--- src/include/pmsc_pkg.sv ---
// Package for the power mode and system clock controller.
// Assumes one 100 MHz clock and a plain strobe register port.
// Notes on behaviour
// - In normal mode the core and the peripherals enabled in periEn stay clocked.
// - Setting the idle bit halts the core only; any interrupt ends idle.
// - Leaving idle or snooze resumes the program, with no reset.
// - Stop halts the high-frequency oscillator, holds pins, ends by reset.
// - Snooze halts core and peripheral clocks, both fast oscillators, and lowers bias.
// - In snooze the third and fourth timers may run from the low-frequency oscillator.
// - Snooze wakes on fourth-timer, port match, comparator 0 fall or logic unit event.
// - Shutdown removes internal power, holds pins, ends by pin or power-on reset.
// - Clocks of unused digital peripherals are gated off.
// - After reset the system clock is the 24.5 MHz output divided by eight.
// - The divider offers eight power-of-two settings from 1 to 128.
// - The source selector offers the 49 MHz, 10 MHz, 80 kHz, external and derived clocks.
// - A 24.5 MHz divided by 1.5 source is among the selectable sources.
package pmsc_pkg;
  localparam logic [3:0] ADDR_PWR0   = 4'h0;
  localparam logic [3:0] ADDR_PWR1   = 4'h1;
  localparam logic [3:0] ADDR_REG0   = 4'h2;
  localparam logic [3:0] ADDR_CLKSEL = 4'h3;
  localparam logic [3:0] ADDR_PERIEN = 4'h4;
  localparam logic [3:0] ADDR_STATUS = 4'h5;
  localparam int BIT_IDLE     = 0;
  localparam int BIT_STOP     = 1;
  localparam int BIT_SNOOZE   = 0;
  localparam int BIT_SHUTSEL  = 0;
  localparam int BIT_LFTMR3   = 1;
  localparam int BIT_LFTMR4   = 2;
  localparam int NUM_PERI     = 8;
  // Clock source codes
  localparam logic [2:0] SRC_HF24     = 3'h0;
  localparam logic [2:0] SRC_HF49     = 3'h1;
  localparam logic [2:0] SRC_FS10     = 3'h2;
  localparam logic [2:0] SRC_LF80     = 3'h3;
  localparam logic [2:0] SRC_EXT      = 3'h4;
  localparam logic [2:0] SRC_HF24_D15 = 3'h5;
  localparam logic [2:0] SRC_FS_D4    = 3'h6;
  localparam logic [2:0] SRC_HF49_D15 = 3'h7;
  localparam logic [2:0] RST_SRC      = SRC_HF24;
  localparam logic [2:0] RST_DIV      = 3'h3;
  localparam logic [7:0] RST_PERIEN   = 8'h00;
  typedef enum logic [2:0] {
    PM_NORMAL   = 3'b000,
    PM_IDLE     = 3'b001,
    PM_SNOOZE   = 3'b011,
    PM_STOP     = 3'b010,
    PM_SHUTDOWN = 3'b110
  } pmsc_mode_t;
endpackage

--- src/core/pmsc_ctrl.sv ---
// Power mode sequencer and system clock selection control.
// Assumes core acknowledges halt; wake inputs are asynchronous pins.
//
// The implementer's own choices: the address-and-strobe port and the placing of the registers.
`timescale 1ns/1ps
`default_nettype none
module pmsc_ctrl (
  input  wire logic       clk,
  input  wire logic       rst_n,
  input  wire logic [3:0] addr,
  input  wire logic [7:0] wrData,
  input  wire logic       wrStb,
  input  wire logic       rdStb,
  output logic      [7:0] rdData,
  input  wire logic       irqPending,
  input  wire logic       tmr4Evt,
  input  wire logic       portMatchEvt,
  input  wire logic       cmp0Level,
  input  wire logic       cluIrqEvt,
  output logic            coreClkEn,
  output logic [7:0]      periClkEn,
  output logic            hfOscEn,
  output logic            fsOscEn,
  output logic            regLowBias,
  output logic            pinHold,
  output logic            corePowerOff,
  output logic            tmr3LfClk,
  output logic            tmr4LfClk,
  output logic [2:0]      clkSrcSel,
  output logic [2:0]      clkDivSel
);
  typedef struct packed {
    pmsc_pkg::pmsc_mode_t mode;
    logic                 shutSel;
    logic [1:0]           lfTmr;
    logic [2:0]           src;
    logic [2:0]           div;
    logic [7:0]           periEn;
    logic                 cmp0Prev;
    logic [7:0]           rdData;
    logic                 coreClkEn;
    logic [7:0]           periClkEn;
    logic                 hfOscEn;
    logic                 fsOscEn;
    logic                 regLowBias;
    logic                 pinHold;
    logic                 corePowerOff;
    logic                 tmr3LfClk;
    logic                 tmr4LfClk;
  } pmsc_state_t;
  pmsc_state_t st_r;
  pmsc_state_t st_nxt;
  logic [3:0] wakeSync;
  logic       snoozeWake;
  logic       wrPwr0;
  logic       wrPwr1;
  pmsc_sync3 #(
    .W (4)
  ) u_sync (
    .clk   (clk),
    .rst_n (rst_n),
    .din   ({tmr4Evt, portMatchEvt, cmp0Level, cluIrqEvt}),
    .dout  (wakeSync)
  );
  assign snoozeWake = wakeSync[3] | wakeSync[2] | wakeSync[0]
                    | (st_r.cmp0Prev & ~wakeSync[1]);
  assign wrPwr0 = wrStb && (addr == pmsc_pkg::ADDR_PWR0);
  assign wrPwr1 = wrStb && (addr == pmsc_pkg::ADDR_PWR1);
  always_comb begin
    st_nxt          = st_r;
    st_nxt.cmp0Prev = wakeSync[1];
    st_nxt.rdData   = 8'h00;
    if (wrStb) begin
      unique case (addr)
        pmsc_pkg::ADDR_REG0: begin
          st_nxt.shutSel = wrData[pmsc_pkg::BIT_SHUTSEL];
          st_nxt.lfTmr   = wrData[pmsc_pkg::BIT_LFTMR4:pmsc_pkg::BIT_LFTMR3];
        end
        pmsc_pkg::ADDR_CLKSEL: begin
          st_nxt.src = wrData[2:0];
          st_nxt.div = wrData[6:4];
        end
        pmsc_pkg::ADDR_PERIEN: begin
          st_nxt.periEn = wrData;
        end
        default: begin
        end
      endcase
    end
    unique case (st_r.mode)
      pmsc_pkg::PM_NORMAL: begin
        if (wrPwr0 && wrData[pmsc_pkg::BIT_IDLE]) begin
          st_nxt.mode = pmsc_pkg::PM_IDLE;
        end
        if (wrPwr0 && wrData[pmsc_pkg::BIT_STOP]) begin
          st_nxt.mode = st_r.shutSel ? pmsc_pkg::PM_SHUTDOWN
                                     : pmsc_pkg::PM_STOP;
        end
        if (wrPwr1 && wrData[pmsc_pkg::BIT_SNOOZE]) begin
          st_nxt.mode = pmsc_pkg::PM_SNOOZE;
        end
      end
      pmsc_pkg::PM_IDLE: begin
        if (irqPending) begin
          st_nxt.mode = pmsc_pkg::PM_NORMAL;
        end
      end
      pmsc_pkg::PM_SNOOZE: begin
        if (snoozeWake) begin
          st_nxt.mode = pmsc_pkg::PM_NORMAL;
        end
      end
      pmsc_pkg::PM_STOP, pmsc_pkg::PM_SHUTDOWN: begin
      end
      default: begin
        st_nxt.mode = pmsc_pkg::PM_NORMAL;
      end
    endcase
    if (rdStb) begin
      unique case (addr)
        // Idle and snooze request bits read back as mode; stop bit reads 0
        pmsc_pkg::ADDR_PWR0: begin
          st_nxt.rdData[pmsc_pkg::BIT_IDLE] = (st_r.mode == pmsc_pkg::PM_IDLE);
        end
        pmsc_pkg::ADDR_PWR1: begin
          st_nxt.rdData[pmsc_pkg::BIT_SNOOZE] =
            (st_r.mode == pmsc_pkg::PM_SNOOZE);
        end
        pmsc_pkg::ADDR_REG0: begin
          st_nxt.rdData = {5'h00, st_r.lfTmr, st_r.shutSel};
        end
        pmsc_pkg::ADDR_CLKSEL: begin
          st_nxt.rdData = {1'b0, st_r.div, 1'b0, st_r.src};
        end
        pmsc_pkg::ADDR_PERIEN: begin
          st_nxt.rdData = st_r.periEn;
        end
        pmsc_pkg::ADDR_STATUS: begin
          st_nxt.rdData = {4'h0, wakeSync};
        end
        default: begin
        end
      endcase
    end
    st_nxt.coreClkEn = (st_nxt.mode == pmsc_pkg::PM_NORMAL);
    st_nxt.periClkEn = (st_nxt.mode == pmsc_pkg::PM_NORMAL
                     || st_nxt.mode == pmsc_pkg::PM_IDLE)
                     ? st_nxt.periEn : 8'h00;
    st_nxt.hfOscEn      = (st_nxt.mode == pmsc_pkg::PM_NORMAL
                        || st_nxt.mode == pmsc_pkg::PM_IDLE);
    st_nxt.fsOscEn      = st_nxt.hfOscEn;
    st_nxt.regLowBias   = (st_nxt.mode == pmsc_pkg::PM_SNOOZE);
    st_nxt.pinHold      = (st_nxt.mode == pmsc_pkg::PM_STOP
                        || st_nxt.mode == pmsc_pkg::PM_SHUTDOWN);
    st_nxt.corePowerOff = (st_nxt.mode == pmsc_pkg::PM_SHUTDOWN);
    st_nxt.tmr3LfClk = st_nxt.lfTmr[0];
    st_nxt.tmr4LfClk = st_nxt.lfTmr[1];
  end
  always_ff @(posedge clk or negedge rst_n) begin
    if (!rst_n) begin
      st_r              <= '0;
      st_r.mode         <= pmsc_pkg::PM_NORMAL;
      st_r.src          <= pmsc_pkg::RST_SRC;
      st_r.div          <= pmsc_pkg::RST_DIV;
      st_r.periEn       <= pmsc_pkg::RST_PERIEN;
      st_r.coreClkEn    <= 1'b1;
      st_r.hfOscEn      <= 1'b1;
      st_r.fsOscEn      <= 1'b1;
    end else begin
      st_r <= st_nxt;
    end
  end
  assign rdData       = st_r.rdData;
  assign coreClkEn    = st_r.coreClkEn;
  assign periClkEn    = st_r.periClkEn;
  assign hfOscEn      = st_r.hfOscEn;
  assign fsOscEn      = st_r.fsOscEn;
  assign regLowBias   = st_r.regLowBias;
  assign pinHold      = st_r.pinHold;
  assign corePowerOff = st_r.corePowerOff;
  assign tmr3LfClk    = st_r.tmr3LfClk;
  assign tmr4LfClk    = st_r.tmr4LfClk;
  // Code 5 is the 24.5 MHz / 1.5 source
  assign clkSrcSel    = st_r.src;
  assign clkDivSel    = st_r.div;
endmodule
`default_nettype wire

--- src/core/pmsc_sync3.sv ---
// Three-stage synchroniser with agreement filter.
// Assumes async inputs; output changes when stages two and three agree.
`timescale 1ns/1ps
`default_nettype none
module pmsc_sync3 #(
  parameter int W = 4
) (
  input  wire logic         clk,
  input  wire logic         rst_n,
  input  wire logic [W-1:0] din,
  output logic      [W-1:0] dout
);
  typedef struct packed {
    logic [W-1:0] s1;
    logic [W-1:0] s2;
    logic [W-1:0] s3;
    logic [W-1:0] q;
  } pmsc_sync_t;
  pmsc_sync_t st_r;
  pmsc_sync_t st_nxt;
  always_comb begin
    st_nxt    = st_r;
    st_nxt.s1 = din;
    st_nxt.s2 = st_r.s1;
    st_nxt.s3 = st_r.s2;
    for (int i = 0; i < W; i++) begin
      if (st_r.s2[i] == st_r.s3[i]) begin
        st_nxt.q[i] = st_r.s3[i];
      end
    end
  end
  always_ff @(posedge clk or negedge rst_n) begin
    if (!rst_n) begin
      st_r <= '0;
    end else begin
      st_r <= st_nxt;
    end
  end
  assign dout = st_r.q;
endmodule
`default_nettype wire

--- config.mk ---
export PLATFORM = sky130hd
export DESIGN_NAME = pmsc_ctrl
export DESIGN_NICKNAME = d
export VERILOG_FILES = /design/src/include/pmsc_pkg.sv /design/src/core/pmsc_ctrl.sv /design/src/core/pmsc_sync3.sv
export SDC_FILE = /design/constraint.sdc
export NUM_CORES = 1
export LEC_CHECK = 0
export BUFFER_PORTS_ARGS = -buffer_cell sky130_fd_sc_hd__buf_2
export CORE_ASPECT_RATIO = 1.4
export CORE_MARGIN = 2
export CORE_UTILIZATION = 51
export CTS_BUF_LIST = sky130_fd_sc_hd__clkbuf_8
export CTS_CLUSTER_DIAMETER = 150
export CTS_CLUSTER_SIZE = 8
export DETAILED_ROUTE_END_ITERATION = 12
export PLACE_DENSITY = 0.8
export SLEW_MARGIN = 20
export SYNTH_ARGS = -nofsm -noshare
export SYNTH_HDL_FRONTEND = slang
export SYNTH_SLANG_ARGS = --single-unit
--- constraint.sdc ---
create_clock -name clk -period 1.5 [get_ports clk]
set_input_delay 0.225 -clock clk [delete_from_list [all_inputs] [get_ports clk]]
set_output_delay 0.225 -clock clk [all_outputs]
set_load 0.01 [all_outputs]
# == After elaboration in Yosys (flattened, before gate mapping) ==
# Index checks and enable logic that the tools add are counted.
# word_totals
regBits,60
input_bits,21
output_inout_bits,30
elab_cells,73
# op_classes
eq_ne,17
n_mux,15
bitwise,5
reduce_logical,13
# op_table
cell,count
7-bit one-hot mux with 4 select lines,1
8-bit two-way mux,3
3-bit two-way mux,6
16-bit two-way mux,1
3-bit by 2-bit == test with 1-bit output (second input constant),4
3-bit one-hot mux with 4 select lines,1
4-bit by 2-bit == test with 1-bit output (second input constant),2
4-bit by 3-bit == test with 1-bit output (second input constant),2
3-bit by 1-bit == test with 1-bit output (second input constant),2
3-bit == test (second input constant),2
3-bit logical NOT,2
6-bit two-way mux,1
1-bit one-hot mux with 6 select lines,1
1-bit logical AND,5
1-bit == test,4
4-bit by 1-bit == test with 1-bit output (second input constant),1
4-bit logical NOT,1
2-bit AND reduction,2
1-bit OR,3
1-bit logical OR,2
2-bit two-way mux,1
2-bit OR reduction,1
1-bit AND,1
1-bit inverter,1

# == Logic depth before layout (Yosys ltp) ==
# depth
depth_word,10
ltp_mapped,6
mapped_depth_nobuf,5

# == Modules after synthesis ==
# Synthesis repeated with hierarchy kept, for this count alone.
# unflattened
hier_cells,179
hier_area_um2,2393.5
# by_module_without_submodules
module,instances,cells_each,area_per_inst_um2,seq_area_each_um2
pmsc_ctrl,1,155,1918.1,1056.0
pmsc_sync3,1,24,475.5,400.4

# == Worst setup path after synthesis ==
# Ideal clock, no wire load.
# synth_timing
path_kind,input port to flip-flop
startpoint,input port addr[1]
endpoint,"register st_r, in the netlist periClkEn[0]"
setup_ns,0.117
arrival_ns,1.680
required_ns,1.383
path_slack_ns,-0.296
cell_stages,6
n_path_buf,2
path_cell_list,buf_6 > or3b_4 > or3b_1 > buf_6 > mux2_4 > and2_4
# synth_lines
element,line,rtl
start: declaration,pmsc_ctrl.sv:10,"input wire logic [3:0] addr,"
end signal: assignment,pmsc_ctrl.sv:170,st_r <= st_nxt;
end: declaration,pmsc_ctrl.sv:51,pmsc_state_t st_r;

==> results.sh <==
export IMPL_drt_iter0_markers=40
export IMPL_hold_violations=0
export IMPL_yosysWarnings=0
export IMPL_drv_slew=0
export IMPL_ant_nets=0
export IMPL_clk_latency_ns=0.34
export IMPL_die_w_um=62.5
export IMPL_drc=0
export IMPL_rsz0062_at_grt="true"
export IMPL_skew_ns=0.00535
export IMPL_holdWs_ns=0.131
export IMPL_synth_cell_types=39
export IMPL_syn_to_final_growth_pct=26.2
export IMPL_dp_cells=288
export IMPL_vias=1565
export IMPL_crit_path_end_kind="register"
export IMPL_cts_buffers=9
export IMPL_diodes=0
export IMPL_final_cell_mix="dfrtp_1 (54), buf_2 (50), buf_4 (24)"
export IMPL_place_area_um2=2750
export IMPL_status="complete, but fails checks"
export IMPL_maxCapViolCount=0
export IMPL_intPower_mw=3.06
export IMPL_synth_avg_cell_area_um2=13.6
export IMPL_timing_slew_headroom_pct=64.6
export IMPL_initial_core_util_pct=53.4
export IMPL_htreeDepth=3
export IMPL_core_area_um2=4570
export IMPL_fin_ws_ns=-0.0470
export IMPL_place_congestion=0.875
export IMPL_dp_hpwl_um=3260
export IMPL_path_clk_slew_ns=0.06
export IMPL_synthCells=180
export IMPL_ys_seq_elements=58
export IMPL_drive_above_1_share_pct=53.2
export IMPL_irDropWorstVdd_mv=0.802
export IMPL_grt_pass1_vias=1571
export IMPL_chipHeight_um=85.9
export IMPL_dr_pass1_iters=4
export IMPL_cp_arrival_ns=1.78
export IMPL_io_buffers=50
export IMPL_postLayoutCoreUtil_pct=67.4
export IMPL_required_ns=1.73
export IMPL_track_usage_pct=18.8
export IMPL_setup_viol=10
export IMPL_final_common_cell="dfrtp_1"
export IMPL_grt_overflow=0
export IMPL_place_ws_ns=-0.375
export IMPL_wl_per_cell_um=15.0
export IMPL_finalNonFillerCells=310
export IMPL_post_route_min_period_ns=1.55
export IMPL_cp_max_fo=6
export IMPL_grt_max_degree=59
export IMPL_hp_class="in -> reg"
export IMPL_p_leak_nw=1.53
export IMPL_viasPerCell=5.05
export IMPL_grt_first_pass_wirelength_um=7450
export IMPL_dieArea_um2=5370
export IMPL_nNetsFinal=264
export IMPL_clkPwrFrac_pct=38.5
export IMPL_io_pins=51
export IMPL_antenna_found_initial=0
export IMPL_seqPwrFrac_pct=46.1
export IMPL_critPathLaunchType="register"
export IMPL_clock_path_buffers=2
export IMPL_final_period_utilization_pct=103
export IMPL_switchingPower_mw=0.965
export IMPL_routed_wl_um=4640
export IMPL_fillers=356
export IMPL_violations="setup timing"
export IMPL_yosysSeqAreaShare_pct=59.6
export IMPL_switching_share_pct=24.0
export IMPL_worst_slew_pin_slew_ns=0.523
export IMPL_cts_tree="built"
export IMPL_fp_row_count=29
export IMPL_powerDensity_nw_per_um2=1310
export IMPL_fmax_mhz=646
export IMPL_cts_sinks=58
export IMPL_design_area_um2=3080
export IMPL_syn_area_um2=2440
export IMPL_syn_nets=201
export IMPL_root_buffer="clkbuf_8"
export IMPL_path_class="reg -> reg"
export IMPL_power_share_combinational_pct=15.4
[Yosys cell counts (all sizes together)]
master,n,area share (%)
nand2,4,0.61
and2,8,2.9
o22a,2,0.82
buf,28,9.1
o2111ai,1,0.36
clkbuf,1,0.15
a32oi,1,0.36
a211oi,1,0.31
a221oi,1,0.36
o21ai,2,0.41
maj3,4,1.6
dfstp,4,4.3
nor4b,1,0.36
or3b,2,0.82
inv,3,0.46
nor2b,2,0.51
and3,2,0.51
a21oi,2,0.41
nand4b,1,0.36
or4b,3,1.2
mux2,17,9.1
nor3,5,1.0
dfrtp,54,55
xnor2,1,0.36
a22oi,3,0.92
and2b,1,0.31
nand3b,1,0.31
nor2,13,2.0
xor2,1,0.36
a311oi,1,0.36
nor4bb,1,0.41
o41a,1,0.46
or4,1,0.31
mux2i,7,2.9
[cell families (layout without fill, tap and decap cells)]
| family | Yosys count | in the layout | synth area share (%) |
|---|---|---|---|
| AOI/OAI and AO/OA | 15 | 15 | 4.76 |
| xor gates and xnor gates | 2 | 2 | 0.717 |
| adders and majority gates | 4 | 4 | 1.64 |
| buffers and inverters | 32 | 100 | 9.68 |
| DFF | 58 | 58 | 59.6 |
| muxes | 24 | 24 | 11.9 |
| and+or+nand+nor | 45 | 45 | 11.6 |
[final timing paths]
path	start	to	slack, ns	cells past startpoint
min reg2reg	u_sync.st_nxt[11]	u_sync.st_nxt[7]	0.35	0
max in group asynchronous	rst_n	fsOscEn	0.79	3
max	u_sync.dout[0]	periClkEn[6]	-0.05	5
max reg2reg	u_sync.dout[0]	periClkEn[6]	-0.05	5
min	wrData[3]	st_r[28]	0.13	2
min in group asynchronous	rst_n	st_r[29]	0.40	3
[flip-flops by register name, indices dropped and copies added (netlist names)]
| register | count |
|---|---|
| pinHold | 1 |
| u_sync.st_r | 4 |
| clkSrcSel | 3 |
| rdData | 8 |
| coreClkEn | 1 |
| corePowerOff | 1 |
| u_sync.st_nxt | 8 |
| fsOscEn | 1 |
| periClkEn | 8 |
| clkDivSel | 3 |
| st_r | 15 |
| u_sync.dout | 4 |
| regLowBias | 1 |
[area by class of cell]
type | instances | area, um^2 | area share [%]
repair buffers | 81 | 512 | 16.6
inverters | 3 | 11.3 | 0.365
multi-input cells | 90 | 805 | 26.1
flip-flops and latches | 58 | 1460 | 47.3
well taps | 62 | 77.6 | 2.52
clock inverters | 6 | 82.6 | 2.68
clock buffers | 10 | 138 | 4.47
[layer usage]
metal  up-vias  global-route usage [%]  part of all wire [%]
met2        48                    31.4                    54
li1        734                       -                     -
met3         6                    5.38                   5.0
met1       777                    21.4                    40
met4         0                    11.9                   1.1
met5         -                       0                     0
[stage by stage]
stage          setup TNS (ns)  power (mW)
6_report               -0.369        4.02
5_1_grt                -0.900        4.21
4_1_cts                -0.337        4.07
3_5_place_dp            -5.96        2.47
3_3_place_gp            -5.35        2.45
2_1_floorplan           -3.99        2.27
[worst max-delay path: stages, from the launching register on]
cell      delay, ns
dfrtp_1        0.37
or4b_4         0.55
nor3_2         0.15
a211oi_2       0.06
buf_4          0.17
and2_4         0.13
[power groups by stage]
stage / combinational, mW / sequential [mW] / clock [mW]
4_1_cts: 0.621 / 1.85 / 1.59
2_1_floorplan: 0.401 / 1.87 / 0
3_5_place_dp: 0.593 / 1.88 / 0
3_3_place_gp: 0.577 / 1.87 / 0
5_1_grt: 0.672 / 1.87 / 1.67
6_report: 0.620 / 1.85 / 1.55
[repair_timing]
| action | 4_1_cts | 5_1_grt |
|---|---|---|
| setup endpoints to repair | 14 | 13 |
| setup buffers | 1 | 0 |
| resized for setup | 7 | 5 |
| hold buffers | 5 | 0 |
| endpoints found under the hold margin | 58 | 0 |
| pin swaps | 4 | 2 |
Power figures use the tool's default switching activity.
